$ cat src/dar_pkg.sv
// constants for the diagnostic result byte bank
package dar_pkg;

  // serial address of the diagnostic page, 7-bit form
  localparam logic [6:0] DAR_SERIAL_ADDR = 7'h51;

  localparam logic [7:0] DAR_OFS_TEMP_HI = 8'h60;
  localparam logic [7:0] DAR_OFS_TEMP_LO = 8'h61;
  localparam logic [7:0] DAR_OFS_VIN_HI = 8'h62;
  localparam logic [7:0] DAR_OFS_VIN_LO = 8'h63;
  localparam logic [7:0] DAR_OFS_BIAS_HI = 8'h64;
  localparam logic [7:0] DAR_OFS_BIAS_LO = 8'h65;
  localparam logic [7:0] DAR_OFS_TXOP_HI = 8'h66;
  localparam logic [7:0] DAR_OFS_TXOP_LO = 8'h67;

  localparam logic [7:0] DAR_RST_RESULT = 8'h00;
  localparam logic [7:0] DAR_LOW_BYTE_VAL = 8'h00;
  localparam logic [7:0] DAR_UNMAPPED_VAL = 8'h00;

  // conversion channel codes
  localparam logic [1:0] DAR_CH_TEMP = 2'h0;
  localparam logic [1:0] DAR_CH_VIN = 2'h1;
  localparam logic [1:0] DAR_CH_BIAS = 2'h2;
  localparam logic [1:0] DAR_CH_TXOP = 2'h3;

endpackage

$ cat src/dar_result_regs.sv
// diagnostic result byte bank with host read port
`timescale 1ns/1ps
`default_nettype none
module dar_result_regs
  import dar_pkg::*;
#(
  parameter int DATA_W = 8
) (
  input wire logic clk_i,
  input wire logic srst_i,
  input wire logic ce_i,
  input wire logic conv_valid_i,
  input wire logic [1:0] conv_chan_i,
  input wire logic [DATA_W-1:0] conv_data_i,
  input wire logic req_i,
  input wire logic we_i,
  input wire logic [6:0] slave_addr_i,
  input wire logic [7:0] addr_i,
  input wire logic [7:0] wdata_i,
  output logic ack_o,
  output logic [7:0] rdata_o,
  output logic por_busy_o,
  output logic [DATA_W-1:0] cmp_temp_o,
  output logic [DATA_W-1:0] cmp_vin_o,
  output logic [DATA_W-1:0] cmp_bias_o,
  output logic [DATA_W-1:0] cmp_txop_o
);

  ////////////////////////////////////////////////////////////////////////
  // storage

  logic [DATA_W-1:0] temp_ff;
  logic [DATA_W-1:0] vin_ff;
  logic [DATA_W-1:0] bias_ff;
  logic [DATA_W-1:0] txop_ff;
  logic [3:0] seen_ff;
  logic por_ff;
  logic ack_ff;
  logic [7:0] rdata_ff;
  logic [7:0] nxt_rdata;
  logic conv_fire;
  logic bus_hit;
  logic rd_fire;
  logic unused_wdata;

  assign conv_fire = ce_i && conv_valid_i;
  assign bus_hit = req_i && (slave_addr_i == DAR_SERIAL_ADDR);
  assign rd_fire = ce_i && bus_hit && !we_i;
  // write data has no destination: every byte here is read-only
  assign unused_wdata = ^wdata_i;

  ////////////////////////////////////////////////////////////////////////
  // conversion capture

  always_ff @(posedge clk_i) begin
    if (srst_i) begin
      temp_ff <= DATA_W'(DAR_RST_RESULT);
    end else if (conv_fire && conv_chan_i == DAR_CH_TEMP) begin
      temp_ff <= conv_data_i;
    end
  end

  always_ff @(posedge clk_i) begin
    if (srst_i) begin
      vin_ff <= DATA_W'(DAR_RST_RESULT);
    end else if (conv_fire && conv_chan_i == DAR_CH_VIN) begin
      vin_ff <= conv_data_i;
    end
  end

  always_ff @(posedge clk_i) begin
    if (srst_i) begin
      bias_ff <= DATA_W'(DAR_RST_RESULT);
    end else if (conv_fire && conv_chan_i == DAR_CH_BIAS) begin
      bias_ff <= conv_data_i;
    end
  end

  always_ff @(posedge clk_i) begin
    if (srst_i) begin
      txop_ff <= DATA_W'(DAR_RST_RESULT);
    end else if (conv_fire && conv_chan_i == DAR_CH_TXOP) begin
      txop_ff <= conv_data_i;
    end
  end

  ////////////////////////////////////////////////////////////////////////
  // power-on status

  always_ff @(posedge clk_i) begin
    if (srst_i) begin
      seen_ff <= 4'h0;
    end else if (conv_fire) begin
      seen_ff[conv_chan_i] <= 1'b1;
    end
  end

  // status lags the last capture by one cycle so data is settled
  always_ff @(posedge clk_i) begin
    if (srst_i) begin
      por_ff <= 1'b1;
    end else if (ce_i) begin
      por_ff <= !(&seen_ff);
    end
  end

  assign por_busy_o = por_ff;

  ////////////////////////////////////////////////////////////////////////
  // threshold feed

  assign cmp_temp_o = temp_ff;
  assign cmp_vin_o = vin_ff;
  assign cmp_bias_o = bias_ff;
  assign cmp_txop_o = txop_ff;

  ////////////////////////////////////////////////////////////////////////
  // host read port

  always_comb begin
    nxt_rdata = DAR_UNMAPPED_VAL;
    if (addr_i == DAR_OFS_TEMP_HI) begin
      nxt_rdata = 8'(temp_ff);
    end else if (addr_i == DAR_OFS_TEMP_LO) begin
      nxt_rdata = DAR_LOW_BYTE_VAL;
    end else if (addr_i == DAR_OFS_VIN_HI) begin
      nxt_rdata = 8'(vin_ff);
    end else if (addr_i == DAR_OFS_VIN_LO) begin
      nxt_rdata = DAR_LOW_BYTE_VAL;
    end else if (addr_i == DAR_OFS_BIAS_HI) begin
      nxt_rdata = 8'(bias_ff);
    end else if (addr_i == DAR_OFS_BIAS_LO) begin
      nxt_rdata = DAR_LOW_BYTE_VAL;
    end else if (addr_i == DAR_OFS_TXOP_HI) begin
      nxt_rdata = 8'(txop_ff);
    end else if (addr_i == DAR_OFS_TXOP_LO) begin
      nxt_rdata = DAR_LOW_BYTE_VAL;
    end
  end

  always_ff @(posedge clk_i) begin
    if (srst_i) begin
      ack_ff <= 1'b0;
    end else if (ce_i) begin
      ack_ff <= bus_hit;
    end
  end

  // read data holds until the next read so a slow host can sample it
  always_ff @(posedge clk_i) begin
    if (srst_i) begin
      rdata_ff <= DAR_RST_RESULT;
    end else if (rd_fire) begin
      rdata_ff <= nxt_rdata;
    end
  end

  assign ack_o = ack_ff;
  assign rdata_o = rdata_ff;
endmodule
`default_nettype wire

$ cat config.mk
export PLATFORM = sky130hd
export DESIGN_NAME = dar_result_regs
export DESIGN_NICKNAME = d
export VERILOG_FILES = /design/src/dar_pkg.sv /design/src/dar_result_regs.sv
export SDC_FILE = /design/constraint.sdc
export NUM_CORES = 1
export LEC_CHECK = 0
export BUFFER_PORTS_ARGS = -buffer_cell sky130_fd_sc_hd__buf_2
export CAP_MARGIN = 20
export CORE_MARGIN = 2
export CORE_UTILIZATION = 33
export CTS_BUF_LIST = sky130_fd_sc_hd__clkbuf_8 sky130_fd_sc_hd__clkbuf_16
export CTS_CLUSTER_DIAMETER = 60
export DETAILED_ROUTE_END_ITERATION = 16
export GPL_TIMING_DRIVEN = 0
export MAX_ROUTING_LAYER = met4
export SLEW_MARGIN = 40
export SYNTH_ARGS = -nofsm -noshare
export SYNTH_HDL_FRONTEND = slang
export SYNTH_SLANG_ARGS = --single-unit
$ cat constraint.sdc
create_clock -name clk_i -period 1.57 [get_ports clk_i]
set_clock_uncertainty 0.05 [all_clocks]
set_input_delay 0.0785 -clock clk_i [delete_from_list [all_inputs] [get_ports clk_i]]
set_output_delay 0.0785 -clock clk_i [all_outputs]
set_load 0.05 [all_outputs]
# ---- Word level (Yosys, flattened, before mapping)
# Cells that the tools add are included.
# W data, S select, Z words.
dict set report word_totals {
  in_bits 39
  ff_bits 46
  output_inout_bits 42
  elab_cells 44
}
dict set report classes {
  reduce_logical 13
  n_eq_ne 11
  order_cmp 2
  n_bitwise 1
  n_mux 9
}
# operator n
set op_table {}
lappend op_table {{$eq A8 B7 Y1 const B} 7}
lappend op_table {{$mux W8} 7}
lappend op_table {{$logic_and A1 B1 Y1} 9}
lappend op_table {{$eq A7 B7 Y1 const B} 1}
lappend op_table {{$eq A2 B2 Y1 const B} 2}
lappend op_table {{$or A4 B4 Y4} 1}
lappend op_table {{$reduce_and A4 Y1} 1}
lappend op_table {{$lt A2 B3 Y1 const B} 1}
lappend op_table {{$demux W1 S2} 1}
lappend op_table {{$eq A2 B1 Y1 const B} 1}
lappend op_table {{$ge A2 B1 Y1 const B} 1}
lappend op_table {{$logic_not A1 Y1} 2}
lappend op_table {{$logic_not A2 Y1} 1}
lappend op_table {{$mux W1} 1}

# ---- Depth between registers and ports, before layout
# Gate-level depths: netlist (run 1).
dict set report depth {
  depth_word 8
  mapped_depth 5
  ltp_nobuf 4
}

# ---- Worst setup path before layout (run 1)
# OpenSTA, ideal clock, no wires.
dict set report synth_path {
  path_kind {input to register}
  from {input port slave_addr_i[1]}
  to {register rdata_ff[6] (netlist: rdata_o[6])}
  required_time_ps 1389
  stages 5
  path_slack_ps -51
  arrival_ps 1440
  n_path_buf 1
  setup_time_ps 131
  cell_sequence {or4b_4 > or4_1 > buf_2 > a221oi_1 > nor3_1}
}
dict set report synth_between {
  elab_chain_cells 4
}
# item line_no
set synth_lines {}
lappend synth_lines {{start, declared} dar_result_regs.sv:17} ;# input wire logic [6:0] slave_addr_i,
lappend synth_lines {{$eq A7 B7 Y1} dar_result_regs.sv:47} ;# assign bus_hit = req_i && (slave_addr_i == DAR_SERIAL_ADDR);
lappend synth_lines {{$logic_and A1 B1 Y1} dar_result_regs.sv:47}
lappend synth_lines {{$logic_and A1 B1 Y1 (2 in a row)} dar_result_regs.sv:48} ;# assign rd_fire = ce_i && bus_hit && !we_i;
lappend synth_lines {{end signal, assigned} dar_result_regs.sv:154} ;# rdata_ff <= nxt_rdata;
lappend synth_lines {{end, declared} dar_result_regs.sv:39} ;# logic [7:0] rdata_ff;
# No other way between the ends.
# A chain may end at the register's enable or synchronous reset.

# ---- Worst setup path after layout (run 1)
dict set report layout_path {
  from {input port slave_addr_i[2]}
  to {register rdata_ff[1] (netlist: rdata_o[1])}
}
# The elaborated chain is that of the path after synthesis.

==> summary.txt, run 1 <==
STA
  • Setup TNS: 0 ns
  • RSZ-0062 raised after global routing: false
  • WHS: 0.01152 ns
  • Final setup violation count: 0
  • Final min period: 1.450 ns
  • Max transition margin: 44.97%
  • Fin. max-slew vios: 0
  • Period utilisation layout: 92.38%
  • FMAX: 689.5 MHz
  • Worst-Margin Slew: 0.8225 ns
  • Final Hold Fails: 0

Clocking
  • TritonCTS Buffers: 5
  • Clock latency on the worst-skew pair: 0.30 ns
  • CTS Root Cell: clkbuf_8
  • Maximum root-to-sink buffer count: 2
  • Cts repair resizes: 0
  • Num Clock Sinks: 46
  • Worst-path clk slew: 0.09 ns
  • Max H-tree Level: 2
  • TritonCTS clock tree: built

Finish
  • Area Growth Syn to Fin: 36.21%
  • Layout cell share with drive strength beyond 1: 30.25%
  • N_diodes: 0
  • NumNets Final: 362

Synth
  • Synth area leader: dfxtp_1
  • Number of synthesized flops with an enable pin: 0
  • Warnings, synthesis: 0
  • Syn Area/Cell: 8.077 um^2
  • Syn nets: 276
  • Cell variety after synth: 25
  • Register area share after synthesis: 48.10%
  • Fraction of registers with async set/reset: 0%
  • Synth area leaders: dfxtp_1, nand2_1, a21oi_1
  • Share of the synthesized area in the top cell type: 48.10%
  • Mapped cell area: 1914 um^2
  • Top cells by count, synth: nand2_1, dfxtp_1, a21oi_1
  • Gate Count Post-Synth: 237
  • Dominant cell by count in the synthesized netlist: nand2_1
  • Dominant synthesized flop cell: dfxtp_1
  • Yosys reg bits: 46

Worst setup path
  • Kind of cell adding the most delay to the critical path: simple AND/OR/NAND/NOR gates
  • Max stage delay cell, worst path: or4b_4
  • Worst setup EP type: register
  • Critical path class: primary input to register
  • Crit path required time: 1.70 ns
  • Worst Path Max Fanout: 8
  • CP Launch Type: primary input
  • Crit Reg-Reg Startpoint: cmp_bias_o[0]
  • CP max stage delay: 0.57 ns
  • Worst Path Buf+Inv: 2
  • Reg2reg setup slack: 0.45 ns
  • Capture point of the worst reg-to-reg path: rdata_o[0]
  • Worst Reg-to-Reg Cells: 4
  • Critical Path AT: 1.58 ns
  • Crit path cell chain: buf_2, or4b_4, or4_4, buf_6, a221oi_2, nor3_1

Routing
  • Starting DRT DRC Count: 115
  • Vias: 1955
  • Final ANT Viol Nets: 0
  • WL final: 5671 um
  • Vias/cell: 4.937
  • DRC Markers: 0
  • WL/cell: 14.32 um
  • Pre-antenna DRT Iters: 4

Status
  • Status: finished clean

GRT
  • Largest net degree at the start of global routing: 15
  • GRT overflow: 0
  • First-pass GRT wire length: 8569 um
  • Vias in the first global route: 1696
  • Antenna violations before repair: 0
  • GRT Util Overall: 18.07%

Floorplanning
  • Die Span Y: 80.17 um
  • Die width: 80.17 um
  • DIE AREA: 6426 um^2
  • Initial Utilization: 34.55%
  • Rows: 27
  • # IOs: 81
  • Core area: 5540 um^2

Min path
  • Origin of the worst min-delay path: conv_data_i[0]
  • WHS Path Cells: 3
  • Worst Hold Endpoint: cmp_txop_o[0]
  • Min-Delay Path Class: primary input to register

Power and ir drop
  • PwrDens: 896.5 nW/um^2
  • Peak VDD IR: 0.5041 mV
  • Leak: 1.101 nW

Placement
  • Port Buffer Count: 71
  • Post-DP HPWL: 4139 um
  • Global placement routability congestion: 0.7686

Run
  • Max Cap Viol: 0
## timing repair
item                                   4_1_cts  5_1_grt
endpoints found under the hold margin       14        0
setup endpoints to repair                    1        2
setup buffers                                1        1
hold buffers                                 6        0
pin swaps                                    0        1
## stage by stage
stage / area, um^2 / total power, W / instances / worst slack [ns] / util [%]
3_3_place_gp: 2414 / 0.001478 / 380 / -0.2980 / 43.56
3_5_place_dp: 2424 / 0.001483 / 380 / -0.3054 / 43.74
2_1_floorplan: 1968 / 0.001375 / 237 / -0.01706 / -
4_1_cts: 2600 / 0.002356 / 395 / 0.1278 / 46.93
5_1_grt: 2608 / 0.002426 / 396 / 0.07179 / 47.06
6_report: 2608 / 0.002338 / 396 / 0.1196 / 47.06
## where the power goes
group          total [W]  internal, W  switching (W)
clock           0.000870     0.000469       0.000402
sequential       0.00120      0.00119      0.0000155
combinational   0.000265    0.0000849       0.000180
## sequential cells by signal (all words and copies together), names as in the netlist
name,count
ack_o,1
cmp_bias_o,8
cmp_temp_o,8
cmp_txop_o,8
cmp_vin_o,8
por_busy_o,1
rdata_o,8
seen_ff,4
## logic make-up (layout without fill, tap and decap cells)
| family | Yosys count | in the layout | synth area share [%] |
|---|---|---|---|
| AND/OR/NAND/NOR | 112 | 112 | 27.91 |
| flip-flops | 46 | 46 | 48.10 |
| AO/OA/AOI/OAI | 50 | 50 | 15.23 |
| multiplexers | 9 | 9 | 4.706 |
| buffers and inverters | 20 | 107 | 4.052 |
## worst min-delay path, stage by stage
cell	delay, ns
buf_2	0.13
nand2_1	0.06
a21oi_1	0.05
## cell usage in the layout (no fill, tap or decap)
cell            n
nor4_4          1
a21oi_1        34
or4_4           1
inv_2           1
buf_4           2
clkbuf_8        5
clkbuf_1        8
nor4b_4         2
nand4b_1        2
inv_1           8
clkinv_2        2
o22ai_1         7
o32ai_1         1
or4b_4          1
nand4_1         2
or3b_1          1
mux2i_1         9
nand3_1         2
bufinv_16       1
nor3_2          2
a221oi_2        7
buf_6           1
nor2_1         20
o21bai_1        1
buf_1           1
dlygate4sd3_1   6
or3_1           2
nor3_1          8
dfxtp_1        46
nand2b_1        1
nand2_1        67
buf_2          72
## area by class of cell
type / instances / area, um^2
clock buffer: 5 / 68.82
inverter: 9 / 33.78
tap: 72 / 90.09
buffer: 11 / 50.05
multi-input combinational: 171 / 973.4
timing repair buffer: 79 / 430.4
fill: 591 / 2933
sequential: 46 / 920.9
clock inverter: 3 / 40.04
## per-layer routing
metal	vias up	wire, um	part of all wire [%]	track usage [%]
met5	-	0	0	-
met4	0	78	1.4	6.102
met3	7	354	6.2	2.697
met2	61	2619	46	28.00
met1	897	2617	46	24.14
li1	990	-	-	-
## how the worst max path moves through the flow
stage	startpoint	end	slack [ns]	cells after the start
after global placement	addr_i[3]	rdata_o[1]	-0.30	5
after detailed placement	addr_i[3]	rdata_o[5]	-0.31	5
after floorplan	slave_addr_i[2]	rdata_o[6]	-0.02	5
final	slave_addr_i[2]	rdata_o[1]	0.12	6
after global routing	slave_addr_i[2]	rdata_o[5]	0.07	6
after CTS	slave_addr_i[2]	rdata_o[6]	0.13	6
Power figures use the tool's default switching activity.
==> run 2, diff against run 1 <==
--- a/config.mk
+++ b/config.mk
@@ -14,6 +14,7 @@
 export DETAILED_ROUTE_END_ITERATION = 16
 export GPL_TIMING_DRIVEN = 0
 export MAX_ROUTING_LAYER = met4
+export PLACE_DENSITY_LB_ADDON = 0.3
 export SLEW_MARGIN = 40
 export SYNTH_ARGS = -nofsm -noshare
 export SYNTH_HDL_FRONTEND = slang
==> run 2 against run 1 <==
Against the previous run: critical path depth unchanged; via count up 0.61%; core utilization up 0.97 points; clock-buffer cell count up 1; sequential cell count unchanged; largest power group unchanged.
==> summary.txt, run 2 (synthesis results as in run 1) <==
STA
  • Final setup violation count: 0 (unchanged)
  • FMAX: 695.8 MHz (+0.91%)
  • Final min period: 1.437 ns (-0.01315 ns)
  • RSZ-0062 raised after global routing: false
  • Fin. max-slew vios: 0 (unchanged)
  • Worst-Margin Slew: 0.7279 ns (-0.09456 ns)
  • Max transition margin: 51.29% (+6.3 points)
  • Final worst slack: 0.1328 ns (+0.01315 ns)
  • WHS: 0.05316 ns (+0.04164 ns)
  • Period utilisation layout: 91.54% (-0.84 points)
  • Final Hold Fails: 0 (unchanged)

Power and ir drop
  • Sw Pwr: 0.0005848 W (-2.1%)
  • Clk network pwr share: 37.9% (+0.7 points)
  • Peak VDD IR: 0.5089 mV (+0.95%)
  • Gate power share: 11.4% (about the same)
  • Leak: 1.130 nW (+2.7%)
  • Flop pwr share: 50.7% (-0.7 points)
  • PwrDens: 891.4 nW/um^2 (-0.57%)
  • Cell Int Power: 0.001788 W (+2.7%)
  • Pwr Total: 0.002372 W (+1.5%)
  • Switching Share: 24.65% (-0.90 points)

Floorplanning
  • # IOs: 81 (unchanged)
  • Initial Utilization: 34.55% (unchanged)
  • DIE AREA: 6426 um^2 (unchanged)
  • Rows: 27 (unchanged)
  • Die width: 80.17 um (unchanged)
  • Die Span Y: 80.17 um (unchanged)
  • Core area: 5540 um^2 (unchanged)

GRT
  • Vias in the first global route: 1832 (+8.0%)
  • GRT overflow: 0 (unchanged)
  • Antenna violations before repair: 0 (unchanged)
  • First-pass GRT wire length: 8838 um (+3.1%)
  • GRT Util Overall: 18.49% (+0.42 points)
  • Largest net degree at the start of global routing: 14 (-1)

Clocking
  • Clock latency on the worst-skew pair: 0.30 ns (about the same)
  • Num Clock Sinks: 46 (unchanged)
  • TritonCTS clock tree: built
  • Max H-tree Level: 2 (unchanged)
  • Cts repair resizes: 0 (unchanged)
  • Maximum root-to-sink buffer count: 2 (unchanged)
  • Worst-path clk slew: 0.08 ns (about the same)
  • TritonCTS Buffers: 5 (unchanged)
  • CTS Root Cell: clkbuf_8

Routing
  • WL/cell: 14.06 um (-1.8%)
  • Starting DRT DRC Count: 79 (-31%)
  • Pre-antenna DRT Iters: 4 (unchanged)
  • Vias: 1967 (+0.61%)
  • Final ANT Viol Nets: 0 (unchanged)
  • DRC Markers: 0 (unchanged)
  • Vias/cell: 4.905 (-0.64%)
  • WL final: 5637 um (-0.60%)

Placement
  • Global placement routability congestion: 0.8044 (+4.7%)
  • Placed cell areas: 2424 um^2 (unchanged)
  • Pre-CTS WS: -0.3808 ns (-0.07541 ns)
  • Port Buffer Count: 71 (unchanged)
  • Post-DP HPWL: 4137 um (about the same)

Finish
  • N_diodes: 0 (unchanged)
  • Area Growth Syn to Fin: 39.02%
  • Layout cell share with drive strength beyond 1: 30.70% (+0.45 points)
  • Design area: 2661 um^2 (+2.1%)
  • NumNets Final: 368 (+1.7%)
  • Most frequent cells in the layout: buf_2, nand2_1, dfxtp_1, a21oi_1, nor2_1
  • # fillers: 567 (-4.1%)
  • Most common cell after layout, fill and taps aside: buf_2

Status
  • Status: finished clean

Worst setup path
  • Crit path required time: 1.69 ns (about the same)
  • CP Launch Type: primary input
  • Critical path class: primary input to register
  • Worst Path Buf+Inv: 2 (unchanged)
  • Worst Path Max Fanout: 8 (unchanged)
  • Worst setup EP type: register
  • Kind of cell adding the most delay to the critical path: simple AND/OR/NAND/NOR gates
  • Critical Path AT: 1.56 ns (-0.02 ns)
  • Max stage delay cell, worst path: or4b_4
  • Crit path cell chain: buf_2, or4b_4, or4_4, buf_6, a221oi_2, nor3_1
  • CP max stage delay: 0.56 ns (about the same)

Run
  • Max Cap Viol: 0 (unchanged)

Min path
  • Min-Delay Path Class: primary input to register
==> run 2: cell count changes in the layout (fill, tap and decap cells not counted) <==
cell,change
buf_4,+4
dlygate4sd3_1,+2
clkbuf_8,+1
clkinv_2,-2
==> run 2: per-stage QoR <==
stage / std cells / util (%) / TNS [ns]
after CTS: 395 / 47.18 / 0
after global routing: 401 / 48.04 / 0
after floorplan: 237 / - / -0.1180
after global placement: 380 / 43.56 / -2.297
after detailed placement: 380 / 43.74 / -2.694
final: 401 / 48.04 / 0
==> run 2: area by class of cell <==
cell class | count | area [um^2] | area share, %
clock buffers | 6 | 82.58 | 3.103
plain buffers | 11 | 50.05 | 1.881
well taps | 72 | 90.09 | 3.385
clock inverters | 1 | 30.03 | 1.128
flip-flops and latches | 46 | 920.9 | 34.60
repair buffers | 85 | 480.5 | 18.05
inverters | 9 | 33.78 | 1.269
multi-input cells | 171 | 973.4 | 36.58
==> run 2: what timing repair did <==
action,4_1_cts,5_1_grt
hold buffers,7,1
endpoints found under the setup margin,7,5
buffers inserted,1,5
pin swaps,0,1
hold endpoints to repair,17,2
==> run 2: final timing paths <==
path | startpoint | slack, ns | end | cells past startpoint
worst max-delay path | slave_addr_i[2] | 0.13 | rdata_o[7] | 6
worst min-delay path | ce_i | 0.05 | por_busy_o | 3
worst max register to register | cmp_txop_o[2] | 0.43 | rdata_o[2] | 4
worst min register to register | rdata_o[2] | 0.41 | rdata_o[2] | 2
==> run 2: power by group through the flow <==
stage	registers (W)	logic (W)	clock network, W
2_1_floorplan	0.00129	0.0000873	0
3_3_place_gp	0.00123	0.000246	0
3_5_place_dp	0.00123	0.000250	0
4_1_cts	0.00120	0.000264	0.000919
5_1_grt	0.00121	0.000291	0.000958
6_report	0.00120	0.000271	0.000898
==> run 2: worst min-delay path: stages <==
cell      delay (ns)
buf_2           0.13
nor2_1          0.06
o21bai_1        0.11
==> run 2: metal layers <==
layer	up-vias	track usage, %	part of all wire (%)
li1	1005	-	-
met1	898	21.71	43
met2	55	31.50	49
met3	9	3.708	5.8
met4	0	6.441	1.6
met5	-	-	0
==> run 3, diff against run 2 <==
--- a/config.mk
+++ b/config.mk
@@ -8,7 +8,7 @@
 export BUFFER_PORTS_ARGS = -buffer_cell sky130_fd_sc_hd__buf_2
 export CAP_MARGIN = 20
 export CORE_MARGIN = 2
-export CORE_UTILIZATION = 33
+export CORE_UTILIZATION = 42
 export CTS_BUF_LIST = sky130_fd_sc_hd__clkbuf_8 sky130_fd_sc_hd__clkbuf_16
 export CTS_CLUSTER_DIAMETER = 60
 export DETAILED_ROUTE_END_ITERATION = 16
==> constraint.sdc (replaced) <==
create_clock -name clk_i -period 1.57 [get_ports clk_i]
set_clock_uncertainty 0.05 [all_clocks]
set_input_delay 0.157 -clock clk_i [delete_from_list [all_inputs] [get_ports clk_i]]
set_output_delay 0.157 -clock clk_i [all_outputs]
set_load 0.05 [all_outputs]
==> run 3 against run 2 <==
Against the previous run: first-iteration DRC count fell by 8.9%; register-to-register slack lost 0.04 ns; power down 3.3%; sequential power hardly changed; critical endpoint is now rdata_o[3]; routed wire length fell by 13%; via count shrank 3.6%; cell area shrank 5.7%; largest cell class unchanged; highest routed layer unchanged; largest power group unchanged; sequential cell count did not move; core utilization is 9.2 points higher; maximum frequency shrank 3.7%.
==> summary.txt, run 3 (synthesis results as in run 1) <==
Clocking
  • CTS Root Cell: clkbuf_8
  • Maximum root-to-sink buffer count: 2 (unchanged)
  • Clock latency on the worst-skew pair: 0.29 ns (about the same)
  • TritonCTS Buffers: 5 (unchanged)
  • Num Clock Sinks: 46 (unchanged)
  • Worst-path clk slew: 0.08 ns (about the same)
  • Max H-tree Level: 2 (unchanged)
  • TritonCTS clock tree: built

Floorplanning
  • Core area: 4384 um^2 (-21%)
  • DIE AREA: 5114 um^2 (-20%)
  • # IOs: 81 (unchanged)
  • Initial Utilization: 43.66% (+9.1 points)
  • Die width: 71.51 um (-11%)
  • Die Span Y: 71.51 um (-11%)
  • Rows: 24 (-11%)

Min path
  • Min-Delay Path Class: primary input to register
  • Origin of the worst min-delay path: conv_data_i[2]

STA
  • Max transition margin: 57.65% (+6.4 points)
  • FMAX: 669.8 MHz (-3.7%)
  • Period utilisation layout: 95.09% (+3.6 points)
  • Worst-Margin Slew: 0.6329 ns (-0.09498 ns)
  • Fin. max-slew vios: 0 (unchanged)
  • Final Hold Fails: 0 (unchanged)
  • Final min period: 1.493 ns (+0.05578 ns)
  • Final setup violation count: 0 (unchanged)
  • RSZ-0062 raised after global routing: false
  • WHS: 0.07504 ns (+0.02188 ns)

Worst setup path
  • Worst Path Max Fanout: 8 (unchanged)
  • Critical path class: primary input to register
  • Critical path origin: slave_addr_i[2]
  • Worst Path Buf+Inv: 1 (-1)
  • CP Launch Type: primary input
  • Max stage delay cell, worst path: or4b_4
  • Crit path cell chain: buf_2, or4b_4, or4_4, a221oi_2, nor3_1
  • Worst setup EP type: register
  • Crit path required time: 1.69 ns (about the same)
  • Reg2reg setup slack: 0.39 ns (-0.04 ns)
  • CP max stage delay: 0.56 ns (about the same)
  • Critical Path AT: 1.61 ns (+0.05 ns)
  • Kind of cell adding the most delay to the critical path: simple AND/OR/NAND/NOR gates
  • Crit Reg-Reg Startpoint: cmp_bias_o[6]

Finish
  • Most frequent cells in the layout: buf_2, nand2_1, dfxtp_1, a21oi_1, nor2_1
  • NumNets Final: 355 (-3.5%)
  • Area occupied by multi-input gates: 973.4 um^2 (unchanged)
  • N_diodes: 0 (unchanged)
  • Reg area: 920.9 um^2 (unchanged)
  • Layout cell share with drive strength beyond 1: 29.97% (-0.73 points)
  • # fillers: 426 (-25%)
  • Area Growth Syn to Fin: 31.05%
  • Most common cell after layout, fill and taps aside: buf_2

Placement
  • Port Buffer Count: 71 (unchanged)
  • Global placement routability congestion: 0.8360 (+3.9%)
  • Post-DP HPWL: 3864 um (-6.6%)

GRT
  • GRT overflow: 0 (unchanged)
  • Largest net degree at the start of global routing: 14 (unchanged)
  • M3 GR Usage: 3.797% (+0.090 points)
  • Vias in the first global route: 1675 (-8.6%)
  • Gr busiest metal: met2
  • M1 GR Usage: 26.84% (+5.1 points)
  • First-pass GRT wire length: 7983 um (-9.7%)
  • Antenna violations before repair: 0 (unchanged)
  • GRT Util Overall: 20.61% (+2.1 points)
  • Met2 Usage GRT: 31.69% (+0.19 points)

Status
  • Status: finished clean

Routing
  • Vias/cell: 5.138 (+4.7%)
  • Starting DRT DRC Count: 72 (-8.9%)
  • DRC Markers: 0 (unchanged)
  • WL final: 4928 um (-13%)
  • WL/cell: 13.36 um (-5.0%)
  • Final ANT Viol Nets: 0 (unchanged)
  • Vias: 1896 (-3.6%)
  • Pre-antenna DRT Iters: 6 (+2)

Run
  • Max Cap Viol: 0 (unchanged)

Power and ir drop
  • Pwr Total: 0.002295 W (-3.3%)
  • PwrDens: 914.9 nW/um^2 (+2.6%)
  • Peak VDD IR: 0.5707 mV (+12%)
  • Leak: 1.073 nW (-5.1%)
==> run 3: cell types whose count changed in the layout (fill, tap and decap cells not counted), sizes merged <==
| cell | previous run | this run |
|---|---|---|
| inv | 9 | 11 |
| clkbuf | 14 | 13 |
| dlygate4sd3 | 8 | 0 |
| buf | 80 | 75 |
==> run 3: power breakdown <==
group	switching [W]	leakage, nW	internal [W]
logic	0.000172	0.640	0.0000751
clock network	0.000382	0.0607	0.000464
registers	0.0000152	0.372	0.00119
total	0.000570	1.07	0.00173
==> run 3: repair_timing <==
| action | CTS | global route |
|---|---|---|
| endpoints found under the setup margin | 7 | 6 |
| hold buffers | 0 | 0 |
| buffers inserted | 1 | 1 |
| gates resized for setup | 0 | 0 |
| pin swaps | 0 | 1 |
==> run 3: worst min-delay path, cell delays in order <==
cell	delay, ns
buf_2	0.12
nand2_1	0.05
a21oi_1	0.05
==> run 3: final cells by class <==
class	instances	share of cell area, %
flip-flops and latches	46	36.71
clock inverters	3	1.496
plain buffers	10	1.546
multi-input cells	171	38.80
well taps	52	2.594
clock buffers	5	2.743
inverters	9	1.347
repair buffers	73	14.76
==> run 3: metal layers <==
metal,up-vias,part of all wire (%),wire length (um)
met3,6,5.2,255
met5,-,0,0
li1,975,-,-
met1,869,48,2347
met4,0,1.7,85
met2,46,45,2241
==> run 3: per-stage QoR <==
stage	instances	setup WS (ns)	cell area [um^2]	setup TNS, ns	util [%]
floorplan	237	-0.09556	1968	-0.6675	-
global placement	360	-0.3773	2389	-2.873	54.48
detailed placement	360	-0.4132	2399	-2.977	54.71
CTS	369	0.04453	2512	0	57.31
global route	369	0.009536	2509	0	57.22
finish	369	0.07701	2509	0	57.22
==> run 3: final timing paths <==
kind | end | depth (start not counted)
max | rdata_o[3] | 5
min | cmp_bias_o[2] | 3
max reg2reg | rdata_o[6] | 4
min reg2reg | cmp_txop_o[3] | 2
